File: config.mk
export PLATFORM = sky130hd
export DESIGN_NAME = fbod_host
export DESIGN_NICKNAME = d
export VERILOG_FILES = /design/src/rtl/fbod_timer.v /design/src/rtl/fbod_host.v
export VERILOG_INCLUDE_DIRS = /design/src /design/src/rtl
export SDC_FILE = /design/constraint.sdc
export NUM_CORES = 1
export LEC_CHECK = 0
export BUFFER_PORTS_ARGS = -buffer_cell sky130_fd_sc_hd__buf_4
export CAP_MARGIN = 20
export CORE_ASPECT_RATIO = 0.75
export CORE_UTILIZATION = 45
export DETAILED_ROUTE_END_ITERATION = 6
export PLACE_DENSITY = 0.7
export RECOVER_POWER = 50
export REMOVE_ABC_BUFFERS = 1
export SYNTH_ARGS = -nofsm -noshare
export SYNTH_HDL_FRONTEND = slang
export SYNTH_SLANG_ARGS = --single-unit
File: constraint.sdc
create_clock -name clk -period 3.85 [get_ports clk]
set_input_delay 0.385 -clock clk [delete_from_list [all_inputs] [get_ports clk]]
set_output_delay 0.385 -clock clk [all_outputs]
set_load 0.02 [all_outputs]
File: src/rtl/fbod_map.vh
// constants for the flash bus host controller
// Notes on behaviour
// read: chip select and output gate low, write strobe high; device drives byte.
// command write: write strobe and chip select low, output gate high.
// write accepted only with chip select, write strobe low and output gate high.
// output gate high means device floats data pins.
// after power-up or reset device starts in array-read mode.
// device returns array data until a write alters the command register.
// command register has no address; it feeds the internal state machine.
// erase covers one sector, several, or all; sector picked by upper address bits. The model keeps only the last sector erased.
// after identification sequence reads return identification codes.
// during program or erase reads return status bits.
// chip select and reset high put device in standby, outputs floating.
// after standby, host waits full chip-select access time before sampling.
// deselecting during program or erase does not stop the operation.
// reset held low aborts operation, floats data, ignores reads and writes.
// reset pulse returns the state machine to array-read mode.
// host should restart operations interrupted by reset.
// reset held low also places device in standby.
// one variant lacks reset pin; standby on chip select only.
// device latches address and data on first rising strobe; commands in order.
`ifndef FBOD_MAP_VH
`define FBOD_MAP_VH
`define FBOD_CLK_NS       40
`define FBOD_ACC_NS       55
`define FBOD_SETUP_NS     30
`define FBOD_WE_NS        30
`define FBOD_HOLD_NS      20
`define FBOD_RP_NS        500
`define FBOD_RH_NS        50
`define FBOD_SYNC_LAG     2
`define FBOD_CYC_MIN(ns)  (((ns) + `FBOD_CLK_NS - 1) / `FBOD_CLK_NS)
`define FBOD_OP_IDLE      2'h0
`define FBOD_OP_READ      2'h1
`define FBOD_OP_WRITE     2'h2
`define FBOD_OP_RESET     2'h3
`endif

File: src/rtl/fbod_timer.v
// down counter giving one-cycle done pulse when a nonzero load runs out
`timescale 1ns/1ps
module fbod_timer #(
    parameter W = 6
) (
    input  wire         clk,
    input  wire         rst_n,
    input  wire         load,
    input  wire [W-1:0] count,
    output wire         busy,
    output reg          done
);
    reg [W-1:0] cnt_q;
    assign busy = (cnt_q != {W{1'b0}});
    always @(posedge clk or negedge rst_n) begin
        if (!rst_n) begin
            cnt_q <= {W{1'b0}};
            done  <= 1'b0;
        end else begin
            done <= 1'b0;
            if (load) begin
                cnt_q <= count;
            end else if (busy) begin
                cnt_q <= cnt_q - {{(W-1){1'b0}}, 1'b1};
                if (cnt_q == {{(W-1){1'b0}}, 1'b1})
                    done <= 1'b1;
            end
        end
    end
endmodule

File: src/rtl/fbod_host.v
// host bus controller for a byte-wide asynchronous parallel flash
`timescale 1ns/1ps
`include "fbod_map.vh"
module fbod_host #(
    parameter AW        = 18,
    parameter HAS_RESET = 1
) (
    input  wire          clk,
    input  wire          rst_n,
    input  wire          req_valid,
    input  wire [1:0]    req_op,
    input  wire [AW-1:0] req_addr,
    input  wire [7:0]    req_wdata,
    output wire          req_ready,
    output reg           rsp_valid,
    output reg  [7:0]    rsp_rdata,
    output reg  [AW-1:0] byte_address_in,
    output reg           chip_sel_n,
    output reg           out_gate_n,
    output reg           wr_strobe_n,
    output reg           hw_reset_n,
    output reg  [7:0]    byte_data_o,
    output reg           byte_data_oe_n,
    input  wire [7:0]    byte_data_i
);
    // third stage shows the pins three edges back and capture is one edge after the count,
    // so the read count adds the lag to the access time
    localparam integer ACC_I   = `FBOD_CYC_MIN(`FBOD_ACC_NS) + `FBOD_SYNC_LAG;
    localparam integer SETUP_I = `FBOD_CYC_MIN(`FBOD_SETUP_NS);
    localparam integer WE_I    = `FBOD_CYC_MIN(`FBOD_WE_NS);
    localparam integer HOLD_I  = `FBOD_CYC_MIN(`FBOD_HOLD_NS);
    localparam integer RP_I    = `FBOD_CYC_MIN(`FBOD_RP_NS);
    localparam integer RH_I    = `FBOD_CYC_MIN(`FBOD_RH_NS);
    // counts worked out wide, then cut to the timer width on purpose
    localparam [5:0]   C_ACC   = ACC_I[5:0];
    localparam [5:0]   C_SETUP = SETUP_I[5:0];
    localparam [5:0]   C_WE    = WE_I[5:0];
    localparam [5:0]   C_HOLD  = HOLD_I[5:0];
    localparam [5:0]   C_RP    = RP_I[5:0];
    localparam [5:0]   C_RH    = RH_I[5:0];

    localparam [2:0] S_IDLE  = 3'h0;
    localparam [2:0] S_RD    = 3'h1;
    localparam [2:0] S_WSET  = 3'h2;
    localparam [2:0] S_WPUL  = 3'h3;
    localparam [2:0] S_WHOLD = 3'h4;
    localparam [2:0] S_RST   = 3'h5;
    localparam [2:0] S_RREC  = 3'h6;

    reg  [2:0] st_q;
    reg  [7:0] din_s1_q;
    reg  [7:0] din_s2_q;
    reg  [7:0] din_s3_q;
    reg        tload;
    reg  [5:0] tcount;
    wire       tbusy;
    wire       tdone;

    fbod_timer #(.W(6)) u_timer (
        .clk   (clk),
        .rst_n (rst_n),
        .load  (tload),
        .count (tcount),
        .busy  (tbusy),
        .done  (tdone)
    );

    // one request at a time; nothing queued
    assign req_ready = (st_q == S_IDLE);

    // data pins are asynchronous to clk; only the second stage reads the first
    always @(posedge clk or negedge rst_n) begin
        if (!rst_n) begin
            din_s1_q <= 8'h00;
            din_s2_q <= 8'h00;
            din_s3_q <= 8'h00;
        end else begin
            din_s1_q <= byte_data_i;
            din_s2_q <= din_s1_q;
            din_s3_q <= din_s2_q;
        end
    end

    // first phase length of each request kind
    function [5:0] op_count;
        input [1:0] op;
        begin
            case (op)
                `FBOD_OP_READ:  op_count = C_ACC;
                `FBOD_OP_WRITE: op_count = C_SETUP;
                `FBOD_OP_RESET: op_count = C_RP;
                default:        op_count = 6'h00;
            endcase
        end
    endfunction

    // length of the phase that follows a state; zero means no chained phase
    function [5:0] step_count;
        input [2:0] st;
        begin
            case (st)
                S_WSET:  step_count = C_WE;
                S_WPUL:  step_count = C_HOLD;
                S_RST:   step_count = C_RH;
                default: step_count = 6'h00;
            endcase
        end
    endfunction

    always @* begin
        tload  = 1'b0;
        tcount = 6'h00;
        if (st_q == S_IDLE && req_valid) begin
            // a no-op loads zero, so the timer stays idle
            tload  = 1'b1;
            tcount = op_count(req_op);
        end else if (tdone && step_count(st_q) != 6'h00) begin
            // chained phases reload in the cycle their predecessor ends
            tload  = 1'b1;
            tcount = step_count(st_q);
        end
    end

    always @(posedge clk or negedge rst_n) begin
        if (!rst_n) begin
            st_q            <= S_IDLE;
            rsp_valid       <= 1'b0;
            rsp_rdata       <= 8'h00;
            byte_address_in <= {AW{1'b0}};
            chip_sel_n      <= 1'b1;
            out_gate_n      <= 1'b1;
            wr_strobe_n     <= 1'b1;
            hw_reset_n      <= 1'b1;
            byte_data_o     <= 8'h00;
            byte_data_oe_n  <= 1'b1;
        end else begin
            rsp_valid <= 1'b0;
            case (st_q)
                S_IDLE: begin
                    // idle: chip deselected, which is standby R11
                    chip_sel_n  <= 1'b1;
                    out_gate_n  <= 1'b1;
                    wr_strobe_n <= 1'b1;
                    if (req_valid) begin
                        byte_address_in <= req_addr;
                        case (req_op)
                            `FBOD_OP_READ: begin
                                chip_sel_n <= 1'b0;
                                out_gate_n <= 1'b0;
                                st_q       <= S_RD;
                            end
                            `FBOD_OP_WRITE: begin
                                byte_data_o    <= req_wdata;
                                byte_data_oe_n <= 1'b0;
                                chip_sel_n     <= 1'b0;
                                st_q           <= S_WSET;
                            end
                            `FBOD_OP_RESET: begin
                                // no-pin variant: reset request just completes R18
                                if (HAS_RESET != 0)
                                    hw_reset_n <= 1'b0;
                                st_q <= S_RST;
                            end
                            default: begin
                                rsp_valid <= 1'b1;
                            end
                        endcase
                    end
                end
                S_RD: begin
                    // full chip-select access plus sync latency before sampling R12
                    // a byte counts once the last two stages agree; a moving bus stretches the read
                    if (!tbusy && din_s2_q == din_s3_q) begin
                        rsp_rdata  <= din_s3_q;
                        rsp_valid  <= 1'b1;
                        chip_sel_n <= 1'b1;
                        out_gate_n <= 1'b1;
                        st_q       <= S_IDLE;
                    end
                end
                S_WSET: begin
                    if (tdone) begin
                        wr_strobe_n <= 1'b0;
                        st_q        <= S_WPUL;
                    end
                end
                S_WPUL: begin
                    // strobe rises first so the device latches on it R19
                    if (tdone) begin
                        wr_strobe_n <= 1'b1;
                        st_q        <= S_WHOLD;
                    end
                end
                S_WHOLD: begin
                    if (tdone) begin
                        chip_sel_n     <= 1'b1;
                        byte_data_oe_n <= 1'b1;
                        rsp_valid      <= 1'b1;
                        st_q           <= S_IDLE;
                    end
                end
                S_RST: begin
                    if (tdone) begin
                        hw_reset_n <= 1'b1;
                        st_q       <= S_RREC;
                    end
                end
                S_RREC: begin
                    // caller re-issues any interrupted sequence after this R16
                    if (tdone) begin
                        rsp_valid <= 1'b1;
                        st_q      <= S_IDLE;
                    end
                end
                default: begin
                    st_q <= S_IDLE;
                end
            endcase
        end
    end
endmodule

; After elaboration in Yosys (flattened, before gate mapping)
; Index checks and enable logic that the tools add are counted.
[op_classes]
n_addsub = 1
eq_ne = 21
n_mux = 41
n_reduce_logical = 26
[ops]
columns = op, count
row1 = two-way mux 6 bit, 5
row2 = two-way mux 1 bit, 20
row3 = two-way mux 3 bit, 6
row4 = one-hot mux 3 bit (6 select lines), 1
row5 = inequality test 2 x 1 -> 1 bit (second input constant), 7
row6 = one-hot mux 4 bit (3 select lines), 1
row7 = nonzero test 6 bit, 2
row8 = == test 3 bit (second input constant), 3
row9 = one-hot mux 1 bit (3 select lines), 3
row10 = one-hot mux 3 bit (3 select lines), 1
row11 = AND reduction 3 bit, 3
row12 = == test 8 bit, 1
row13 = AND reduction 4 bit, 2
row14 = nonzero test 2 bit, 4
row15 = AND reduction 7 bit, 1
row16 = == test 3 x 2 -> 1 bit (second input constant), 2
row17 = == test 6 x 1 -> 1 bit (second input constant), 1
row18 = one-hot mux 1 bit (2 select lines), 3
row19 = AND reduction 2 bit, 3
row20 = nonzero test 3 bit, 2
row21 = OR reduction 2 bit, 3
row22 = subtractor 6 x 1 -> 6 bit (second input constant), 1
row23 = == test 2 bit (second input constant), 2
row24 = inequality test 2 bit (second input constant), 2
row25 = 8 further kinds, 10
[word_totals]
ff_bits = 74
in_bits = 39
output_inout_bits = 41
wordCells = 104

; Logic depth before layout (Yosys ltp)
; Gate-level depths: netlist (run 1).
[logic_depth]
word_depth = 9
depth_mapped = 6
depth_no_buf = 6

; Cells and area by module
; Synthesis (run 1) repeated with hierarchy kept, for this count alone.
[hier_totals]
cells_unflattened = 229
area_unflattened_um2 = 3088.0
[modules_own_cells]
columns = mod, n_inst, cells_per_inst, area_each_um2
row1 = fbod_host, 1, 184, 2632.5
row2 = fbod_timer, 1, 45, 455.4

; Worst setup path after synthesis (run 1)
; Ideal clock, no wire load.
[synth_timing]
path_kind = register to register
from = reg st_q[2]
to = reg st_q[0]
t_arrival_ns = 1.672
slack_ns = 2.054
path_stages_with_launch = 6
path_buffers = 1
synth_period_minus_slack_ns = 1.796
path_cell_list = dfrtp_1 -> buf_2 -> nor3_1 -> a22o_1 -> nor4b_1 -> a211o_1
[synth_via]
word_cells_on_any_way = 17
classes_between = 13 x eq/ne / 1 x mux / 3 x reduce/logical
[synth_rtl]
columns = element, line
row1 = from (decl), fbod_host.v:50  ; reg [2:0] st_q;
row2 = from (signal assigned), fbod_host.v:126  ; st_q <= S_IDLE;
row3 = from (signal assigned), fbod_host.v:150  ; st_q <= S_RD;
row4 = from (signal assigned), fbod_host.v:156  ; st_q <= S_WSET;
row5 = logical NOT 3 bit *, -
row6 = via req_ready, fbod_host.v:14  ; output wire req_ready,
row7 = inequality test 4 x 1 -> 1 bit (no line) / inequality test 2 bit (equally long branches), -
row8 = AND reduction 7 bit (no line), -
; The timed path passes the listed nets; every way through them passes the cells marked *.
; A chain may end at the register's enable or synchronous reset.

; Final worst setup path (run 1)
[layout_timing]
from = reg st_q[1]
to = reg u_timer.cnt_q[1]
[layout_via]
elab_chain_cells = 9
word_cells_on_any_way = 16
classes_between = 3 x eq/ne / 7 x mux / 6 x reduce/logical
[layout_lines]
columns = element, line
row1 = == test 3 x 2 -> 1 bit, fbod_host.v:101  ; case (st)
row2 = OR reduction 2 bit (no line), -
row3 = one-hot mux 2 bit (2 select lines), fbod_host.v:101
row4 = two-way mux 6 bit, fbod_host.v:113  ; if (st_q == S_IDLE && req_valid) begin
row5 = nonzero test 6 bit, fbod_host.v:117  ; end else if (tdone && step_count(st_q) != 6'h00) begin
row6 = logical AND 1 bit, fbod_host.v:117
row7 = two-way mux 6 bit / two-way mux 1 bit (equally long branches), fbod_host.v:117
row8 = two-way mux 6 bit / two-way mux 1 bit (equally long branches), fbod_host.v:113
row9 = two-way mux 6 bit / nonzero test 2 bit (equally long branches), -
row10 = to (signal assigned), fbod_timer.v:17  ; cnt_q <= {W{1'b0}};
row11 = to (signal assigned), fbod_timer.v:22  ; cnt_q <= count;
row12 = to (signal assigned), fbod_timer.v:24  ; cnt_q <= cnt_q - {{(W-1){1'b0}}, 1'b1};
row13 = to (decl), fbod_timer.v:13  ; reg [W-1:0] cnt_q;
; Several ways; a longest one is shown, not always the timed one. The select of a mux whose other input is x is not followed.

==> results.toml, run 1 <==
[status]
violations = "max-capacitance violations, max-slew violations"
status = "finished, violations left"

[timing]
rsz0062_at_grt = "false"
setup_viol = 0
slew_headroom_pct = -16.9
finalHoldViolCount = 0
fin_skew_ns = 0.00939
final_max_slew_viol_count = 75
min_period_ns = 2.19
tightestPinTransition_ns = 1.75
layout_setup_ws_ns = 1.66
setup-tns-final_ns = 0
fmax_mhz = 457
holdWs_ns = 0.169
min_period_over_period_pct = 56.9

[yosys]
yosysTopAreaCell = "dfrtp_1"
netlist_area_mm2 = 0.00304
synth.distinct_cells = 41
synth_top_area_share_pct = 56.7
synth_area_leaders = "dfrtp_1 (57%), mux2_2 (13%), dfstp_2 (4.3%)"
synth_warnings = 0
synth_seq_cells = 74
ys_seq_area_share_pct = 61.0
synth.avg_cell_area_um2 = 13.5
syn_inst = 225

[global_route]
grt_usage_pct = 17.3
antenna_found_initial = 0
overflow = 0
grt_start_max_net_pins = 75
first_global_vias = 2109
grt_pass1_wl_mm = 9.65

[worst_setup_path]
crit_path_start_kind = "register"
worstReg2RegEnd = "u_timer.cnt_q[1]"
crit_type = "register to register"
cp.required_ns = 4.07
cp-end-kind = "register"
timing.rr.start = "st_q[1]"
crit_path_max_fanout = 12
regToRegSetupSlack_ns = 1.66
crit_arrival_ns = 2.41
r2r_cells = 4

[clock_network]
cts_setup_buffers = 0
clk_pin_slew_worst_paths_ns = 0.08
cts_hold_buf = 0
post_cts_resized = 0
clock-sinks = 74
cts_buffers = 9
htreeDepth = 3
cts_root_buffer = "clkbuf_8"
clk_path_buf_depth = 2
cts_tree = "done"
insertion_delay_ns = 0.34

[detailed_routing]
routedWlPerCell_um = 14.1
dr_total_vias = 2010
drc = 0
ant_nets = 0
drt_iter0_drc = 75
drt_pass1_iterations = 4
drt-vias-per-instance = 5.08
drt_wl_total_mm = 5.57

[power_and_ir_drop]
leakagePower_nw = 1.86
ir_worst_vdd_mv = 0.461
powerDensity_mw_per_mm2 = 753

[floorplanning]
die_h_um = 73.2
die_w_um = 97.0
initial_core_util_pct = 47.5
core_area_mm2 = 0.00641
io_pins = 80
die-area_mm2 = 0.00710
rows = 25

[flow_run]
drv_cap = 1

[min_path]
hp-start = "byte_data_i[4]"
holdPathStages = 1
hold_path_class = "input pin to register"
hold_path_end = "din_s1_q[4]"

[place]
routabilityCongestion = 0.800
post-place-ws_ns = 1.73
portBuffers = 79
dp_hpwl_mm = 3.95

[cells_and_area]
n_antenna_cell = 0
final_common_cell = "buf_4"
fin_util_pct = 61.2
syn2layout_area_growth_pct = 28.9
drive_above_1_share_pct = 45.4
nets = 356
layout_common_cells = "buf_4 (71), dfrtp_1 (69), mux2_2 (35)"
num-fill-cells = 503
==> sequential cells by signal, indices dropped and copies added (netlist names), 3 cells and up <==
name             count
din_s2_q             8
byte_data_o          8
rsp_rdata            8
din_s1_q             8
u_timer.cnt_q        6
st_q                 3
din_s3_q             8
byte_address_in     18
==> critical path: stages, from the launching register on <==
cell and delay, ns:
dfrtp_1 0.60, inv_1 0.21, nor3_1 0.77, nor4_1 0.17, mux2_2 0.31
==> kinds of logic after synthesis <==
group | Yosys count | share of synthesized area (%)
buf+inv | 15 | 2.05
mux | 37 | 13.6
flops | 74 | 61.0
compound gates | 24 | 5.34
xor+xnor | 13 | 3.74
fa+ha+maj | 7 | 2.88
simple gates | 55 | 11.3
==> power by group <==
| group | switching, mW | internal, mW |
|---|---|---|
| combinational | 0.592 | 0.571 |
| sequential | 0.182 | 1.01 |
| clock | 0.290 | 0.305 |
==> per-stage QoR <==
stage / std cells / total power [mW] / area [um2]
after floorplan: 219 / 1.92 / 3020
after global placement: 380 / 2.36 / 3730
after detailed placement: 380 / 2.38 / 3730
after CTS: 396 / 2.99 / 3930
after global routing: 396 / 3.15 / 3920
final: 396 / 2.95 / 3920
==> synth_stat cells <==
library cell,n
a211o_1,1
a211oi_1,1
a21oi_1,2
a21oi_2,1
a22o_1,1
a22oi_1,1
a2bb2oi_1,1
a31oi_1,2
a32o_1,1
a32oi_1,2
and2_1,2
and3_1,2
buf_2,5
clkbuf_1,1
dfrtp_1,69
dfstp_2,5
ha_1,7
inv_1,9
mux2_2,35
mux2i_1,2
nand2_1,8
nand2b_1,2
nand3_1,2
nand3b_1,1
nand4_1,2
nand4_4,1
nor2_1,13
nor2b_1,4
nor3_1,8
nor3b_1,1
nor4_1,3
nor4_4,2
nor4b_1,1
nor4b_2,1
o21ai_0,9
o2bb2ai_1,1
o31a_1,1
or3_4,1
or3b_2,1
xnor2_1,3
xor2_1,10
==> layout make-up <==
cell class	instances	area (um2)	share of cell area, %
clock buffer	9	124	3.16
clock inverter	7	75.1	1.91
inverter	9	33.8	0.861
multi-input combinational	136	1130	28.9
sequential	74	1860	47.4
tap	81	101	2.58
timing repair buffer	80	598	15.2
==> per-layer routing <==
layer | up-vias | GRT usage [%] | part of all wire, % | wire length (um)
li1 | 962 | - | - | -
met5 | - | 0 | 0 | 0
met4 | 0 | 6.63 | 0.72 | 40
met2 | 64 | 26.4 | 46 | 2580
met3 | 7 | 6.99 | 7.3 | 409
met1 | 977 | 22.5 | 46 | 2540
==> worst max path at each step <==
stage | from | to | slack [ns] | cells past startpoint
CTS | st_q[1] | u_timer.cnt_q[1] | 1.70 | 4
global route | st_q[1] | u_timer.cnt_q[1] | 1.41 | 4
detailed placement | st_q[1] | u_timer.cnt_q[1] | 1.73 | 4
floorplan | st_q[0] | byte_data_o[0] | 0.97 | 3
finish | st_q[1] | u_timer.cnt_q[1] | 1.66 | 4
global placement | st_q[1] | u_timer.cnt_q[1] | 1.81 | 4
No activity file was read; power rests on OpenSTA's default activity.
==> run 2: changes to the inputs <==
--- a/config.mk
+++ b/config.mk
@@ -11,7 +11,7 @@
 export CORE_ASPECT_RATIO = 0.75
 export CORE_UTILIZATION = 45
 export DETAILED_ROUTE_END_ITERATION = 6
-export PLACE_DENSITY = 0.7
+export PLACE_DENSITY = 0.72
 export RECOVER_POWER = 50
 export REMOVE_ABC_BUFFERS = 1
 export SYNTH_ARGS = -nofsm -noshare
==> constraint.sdc (replaced) <==
create_clock -name clk -period 1.89 [get_ports clk]
set_input_delay 0.189 -clock clk [delete_from_list [all_inputs] [get_ports clk]]
set_output_delay 0.189 -clock clk [all_outputs]
set_load 0.02 [all_outputs]
==> run 2 against run 1 <==
Against the previous run: via count increased by 6.3%; hold slack got worse by 0.097 ns; combinational power increased by 130%; maximum frequency up 18%; wire length is 8.6% higher; power up 110%; largest cell class unchanged; critical path depth increased by 1; non-clock buffer count up 22; largest power group is now combinational cells; the run now ends clean.
==> results.toml, run 2 (synthesized netlist as in run 1, its figures left out) <==
[clock_network]
insertion_delay_ns = 0.35
clock-sinks = 74
cts_buffers = 9
clk_path_buf_depth = 2
cts_root_buffer = "clkbuf_8"
cts_tree = "done"
htreeDepth = 3
clk_pin_slew_worst_paths_ns = 0.08

[cells_and_area]
n_antenna_cell = 0
largest_reg_flops = 18
layout_common_cells = "buf_4 (83), dfrtp_1 (68), mux2_2 (35)"
nets = 379
largest-register = "byte_address_in"
num-fill-cells = 509
drive_above_1_share_pct = 47.3
final_common_cell = "buf_4"
syn2layout_area_growth_pct = 36.1

[timing]
fin_skew_ns = 0.00779
slew_headroom_pct = 43.5
finalHoldViolCount = 0
final_max_slew_viol_count = 0
tightestPinTransition_ns = 0.848
fmax_mhz = 540
min_period_ns = 1.85
setup_viol = 0
layout_setup_ws_ns = 0.0395
rsz0062_at_grt = "true"
min_period_over_period_pct = 97.9
setup-tns-final_ns = 0

[detailed_routing]
drt_wl_total_mm = 6.05
drt-vias-per-instance = 5.10
drc = 0
drt_pass1_iterations = 5
ant_nets = 0
dr_total_vias = 2137
drt_iter0_drc = 42
routedWlPerCell_um = 14.4

[place]
portBuffers = 79
post-place-ws_ns = 0.0249
routabilityCongestion = 0.898
dp_hpwl_mm = 4.37

[flow_run]
drv_cap = 0

[global_route]
overflow = 0
grt_usage_pct = 18.1
grt_pass1_wl_mm = 9.73
grt_start_max_net_pins = 40
first_global_vias = 2070
antenna_found_initial = 0

[worst_setup_path]
cp-end-kind = "register"
cp.required_ns = 2.12
max_stage_delay_ns = 0.42
crit_path_start_kind = "register"
crit_path_max_fanout = 5
crit_family = "simple AND/OR/NAND/NOR gates"
crit_type = "register to register"
crit_arrival_ns = 2.08
cp_num_buf_inv = 1
critPathSlowestCell = "or3_4"
worstPathCellList = "or3_4 > nor4_4 > buf_4 > nand4_4 > mux2_2"

[power_and_ir_drop]
leakagePower_nw = 1.98
powerDensity_mw_per_mm2 = 1500
power.total_mw = 6.23
ir_worst_vdd_mv = 0.696

[floorplanning]
io_pins = 80
rows = 25
core_area_mm2 = 0.00641
die_h_um = 73.2
die-area_mm2 = 0.00710
initial_core_util_pct = 47.5
die_w_um = 97.0

[min_path]
hold_path_class = "input pin to register"

[status]
status = "finished, final reports clean"
[run 2: cell type report]
class                           instances  area (um2)  area share (%)
Timing Repair Buffer                  102         786            19.0
Inverter                                9        33.8           0.815
Sequential cell                        74        1860            44.9
Multi-Input combinational cell        137        1160            28.1
Clock inverter                          7        76.3            1.84
Tap cell                               81         101            2.45
Clock buffer                            9         124            2.99
[run 2: path summary, 6_finish.rpt]
path                             endpoint        startpoint  slack (ns)  cells past startpoint
setup / recovery             rsp_rdata[3]  u_timer.cnt_q[3]        0.04                      5
max in group asynchronous         st_q[1]             rst_n        0.30                      3
hold / removal             byte_data_o[5]      req_wdata[5]        0.07                      2
hold reg to reg               din_s2_q[7]       din_s1_q[7]        0.35                      0
min in group asynchronous     din_s1_q[2]             rst_n        0.48                      2
setup reg to reg             rsp_rdata[3]  u_timer.cnt_q[3]        0.04                      5
[run 2: metal layers]
metal | track usage, % | wire (um) | up-vias
li1 | - | - | 1014
met1 | 23.9 | 2770 | 1044
met2 | 28.1 | 2870 | 72
met3 | 6.32 | 338 | 7
met4 | 6.97 | 66 | 0
met5 | 0 | 0 | -
[run 2: through the flow]
step | utilization (%) | hold slack [ns] | instances | instance area, um2
after global placement | 59.6 | 0.172 | 391 | 3820
after CTS | 64.1 | 0.0514 | 416 | 4110
after floorplan | - | -0.107 | 219 | 3020
after global routing | 64.6 | 0.0461 | 419 | 4140
final | 64.6 | 0.0712 | 419 | 4140
after detailed placement | 59.6 | 0.172 | 391 | 3820
[run 2: repair_timing]
action	in CTS	in global routing
endpoints found under the hold margin	43	0
gates resized for setup	0	4
buffers inserted	0	2
hold buffers	9	0
setup endpoints to repair	0	9
[run 2: power breakdown]
| group | internal (mW) | switching, mW | leakage, nW |
|---|---|---|---|
| clock | 0.618 | 0.603 | 0.0962 |
| combinational | 1.31 | 1.33 | 0.986 |
| sequential | 2.07 | 0.308 | 0.893 |
==> run 3: changes to the inputs <==
--- a/config.mk
+++ b/config.mk
@@ -6,6 +6,7 @@
 export SDC_FILE = /design/constraint.sdc
 export NUM_CORES = 1
 export LEC_CHECK = 0
+export ABC_AREA = 1
 export BUFFER_PORTS_ARGS = -buffer_cell sky130_fd_sc_hd__buf_4
 export CAP_MARGIN = 20
 export CORE_ASPECT_RATIO = 0.75
@@ -16,4 +17,5 @@
 export REMOVE_ABC_BUFFERS = 1
 export SYNTH_ARGS = -nofsm -noshare
 export SYNTH_HDL_FRONTEND = slang
+export SYNTH_HIERARCHICAL = 1
 export SYNTH_SLANG_ARGS = --single-unit
==> run 3 against run 2 <==
Against the previous run: sequential cell count did not move; cell area rose by 1.6%; maximum frequency rose by 6.5%; hold slack got worse by 0.037 ns; first-iteration DRC count rose to 3.1 times the previous value; via count rose by 18%; sequential power barely moved; non-clock buffer count fell by 8; synthesized area rose by 4.6%; critical path depth rose by 4; global-route usage rose by 2.0 points; largest power group unchanged.
==> results.toml, run 3 <==
[timing]
finalHoldViolCount = 0
final_max_slew_viol_count = 0
fin_skew_ns = 0.0116
setup_viol = 0
min_period_over_period_pct = 91.9
rsz0062_at_grt = "false"
tightestPinTransition_ns = 0.789
min_period_ns = 1.74
slew_headroom_pct = 47.4
fmax_mhz = 576

[cells_and_area]
syn2layout_area_growth_pct = 32.3
drive_above_1_share_pct = 28.8
largest-register = "byte_address_in"
nets = 495
largest_reg_flops = 18
final_common_cell = "nand2_1"
n_antenna_cell = 0
fin_util_pct = 61.6
final_cell_count_no_fill = 536
layout_common_cells = "nand2_1 (143), buf_4 (75), dfrtp_1 (69)"

[power_and_ir_drop]
seqPwrFrac_pct = 38.0
p_sw_share_pct = 38.3
ir_worst_vdd_mv = 0.919
switchingPower_mw = 2.39
leakagePower_nw = 2.28
pwr-share-comb_pct = 39.8
p_int_mw = 3.85
powerDensity_mw_per_mm2 = 1480
clkPwrFrac_pct = 22.2

[global_route]
first_global_vias = 2417
overflow = 0
antenna_found_initial = 0
grt_pass1_wl_mm = 11.2
grt_start_max_net_pins = 42
grt_usage_pct = 20.1

[clock_network]
htreeDepth = 3
clk_pin_slew_worst_paths_ns = 0.08
clk_path_buf_depth = 2
clock-sinks = 74
cts_tree = "done"
cts_root_buffer = "clkbuf_8"
cts_buffers = 9
insertion_delay_ns = 0.35

[detailed_routing]
drc = 0
dr_total_vias = 2530
ant_nets = 0
drt_pass1_iterations = 4
routedWlPerCell_um = 12.6
drt_iter0_drc = 130
drt_wl_total_mm = 6.75
drt-vias-per-instance = 4.72

[yosys]
synth_edf_count = 0
synthTopCellsByCount = "nand2_1 (143), dfrtp_1 (69), inv_1 (28)"
synth_top_area_share_pct = 54.2
syn_inst = 347
synth.distinct_cells = 33
synth_flop_cell = "dfrtp_1"
ys_async_sr_fraction_pct = 100
synth.avg_cell_area_um2 = 9.17
synth_seq_cells = 74
post-synth-top-count-cell = "nand2_1"
synth_area_leaders = "dfrtp_1 (54%), nand2_1 (17%), dfstp_2 (4.1%)"
synth_warnings = 6
ys_seq_area_share_pct = 58.4
netlist_area_mm2 = 0.00318
yosysTopAreaCell = "dfrtp_1"

[place]
routabilityCongestion = 0.904
dp_cells = 511
dp_hpwl_mm = 4.85
portBuffers = 79

[min_path]
hold_path_class = "input pin to register"
holdPathStages = 3

[worst_setup_path]
crit_path_start_kind = "register"
cp-end-kind = "register"
r2r_cells = 9
cp.required_ns = 2.12
crit_type = "register to register"
crit_path_max_fanout = 19
crit_arrival_ns = 1.96

[floorplanning]
initial_core_util_pct = 46.6
rows = 26
die_w_um = 99.1
die-area_mm2 = 0.00742
io_pins = 80
die_h_um = 74.8
core_area_mm2 = 0.00683

[status]
status = "finished, final reports clean"

[flow_run]
drv_cap = 0
==> run 3: cell count changes after synthesis, sizes merged, moves of 4 or more <==
cell | previous run | this run
nand2 | 8 | 145
mux2 | 35 | 0
inv | 9 | 37
nand3 | 2 | 18
o21ai | 9 | 22
xor2 | 10 | 2
nor3 | 8 | 2
nor2 | 13 | 18
nor4 | 5 | 0
nor2b | 4 | 0
==> run 3: path summary, 6_finish.rpt <==
kind / from / to / slack, ns
min in group asynchronous: rst_n / byte_address_in[11] / 0.46
max in group asynchronous: rst_n / wr_strobe_n / 0.29
worst min-delay path: req_addr[4] / byte_address_in[4] / 0.03
worst max-delay path: u_timer/cnt_q[0] / rsp_rdata[3] / 0.15
worst max register to register: u_timer/cnt_q[0] / rsp_rdata[3] / 0.15
worst min register to register: din_s1_q[0] / din_s2_q[0] / 0.35
==> run 3: cell families after synthesis <==
logic type	count (synthesis)	share of synthesized area, %
DFF	74	58.4
AOI/OAI and AO/OA	28	4.83
and+or+nand+nor	189	26.7
other	1	0.118
buffers and inverters	43	5.58
adders and majority gates	9	3.54
xor gates and xnor gates	3	0.826
==> run 3: per-stage QoR <==
stage                     power, mW  setup WS [ns]  TNS (ns)  cell area, um2  hold WS (ns)
after floorplan                3.88        -0.0733    -0.142            3150        -0.107
after global placement         4.80          0.227         0            3900         0.158
after detailed placement       4.87          0.143         0            3900         0.163
after CTS                      6.29          0.134         0            4220        0.0198
after global routing           6.69         0.0122         0            4210        0.0161
final                          6.25          0.153         0            4210        0.0344
==> run 3: what timing repair did <==
action                                  in CTS  in global routing
setup buffers                                0                  0
gates resized for setup                      0                  1
hold buffers                                 9                  0
endpoints found under the setup margin       0                  4
endpoints found under the hold margin       39                  0
==> run 3: final cells by class <==
class / instances / area (um2)
clock inverters: 4 / 73.8
flip-flops and latches: 74 / 1860
clock buffers: 12 / 155
inverters: 37 / 139
multi-input cells: 231 / 1150
repair buffers: 94 / 726
fillers: 580 / 2620
well taps: 84 / 105
==> run 3: per-layer routing <==
layer / GRT usage, % / up-vias / wire, um
li1: - / 1276 / -
met1: 25.5 / 1168 / 3060
met2: 32.1 / 80 / 3120
met3: 7.52 / 6 / 489
met4: 7.84 / 0 / 69
met5: 0 / - / 0
==> run 3: worst max-delay path: stages, from the launching register on <==
cell     delay [ns]
dfrtp_1        0.39
inv_1          0.08
ha_1           0.20
nand3_2        0.11
a21oi_1        0.13
nand2_1        0.07
nor2_2         0.15
nand4_4        0.26
nand2_1        0.15
o21ai_1        0.08
==> run 3: power by group through the flow <==
stage	clock network, mW	logic [mW]	registers [mW]
floorplan	0	1.17	2.71
global placement	0	2.43	2.37
detailed placement	0	2.50	2.38
CTS	1.42	2.51	2.37
global route	1.49	2.76	2.43
finish	1.39	2.49	2.37
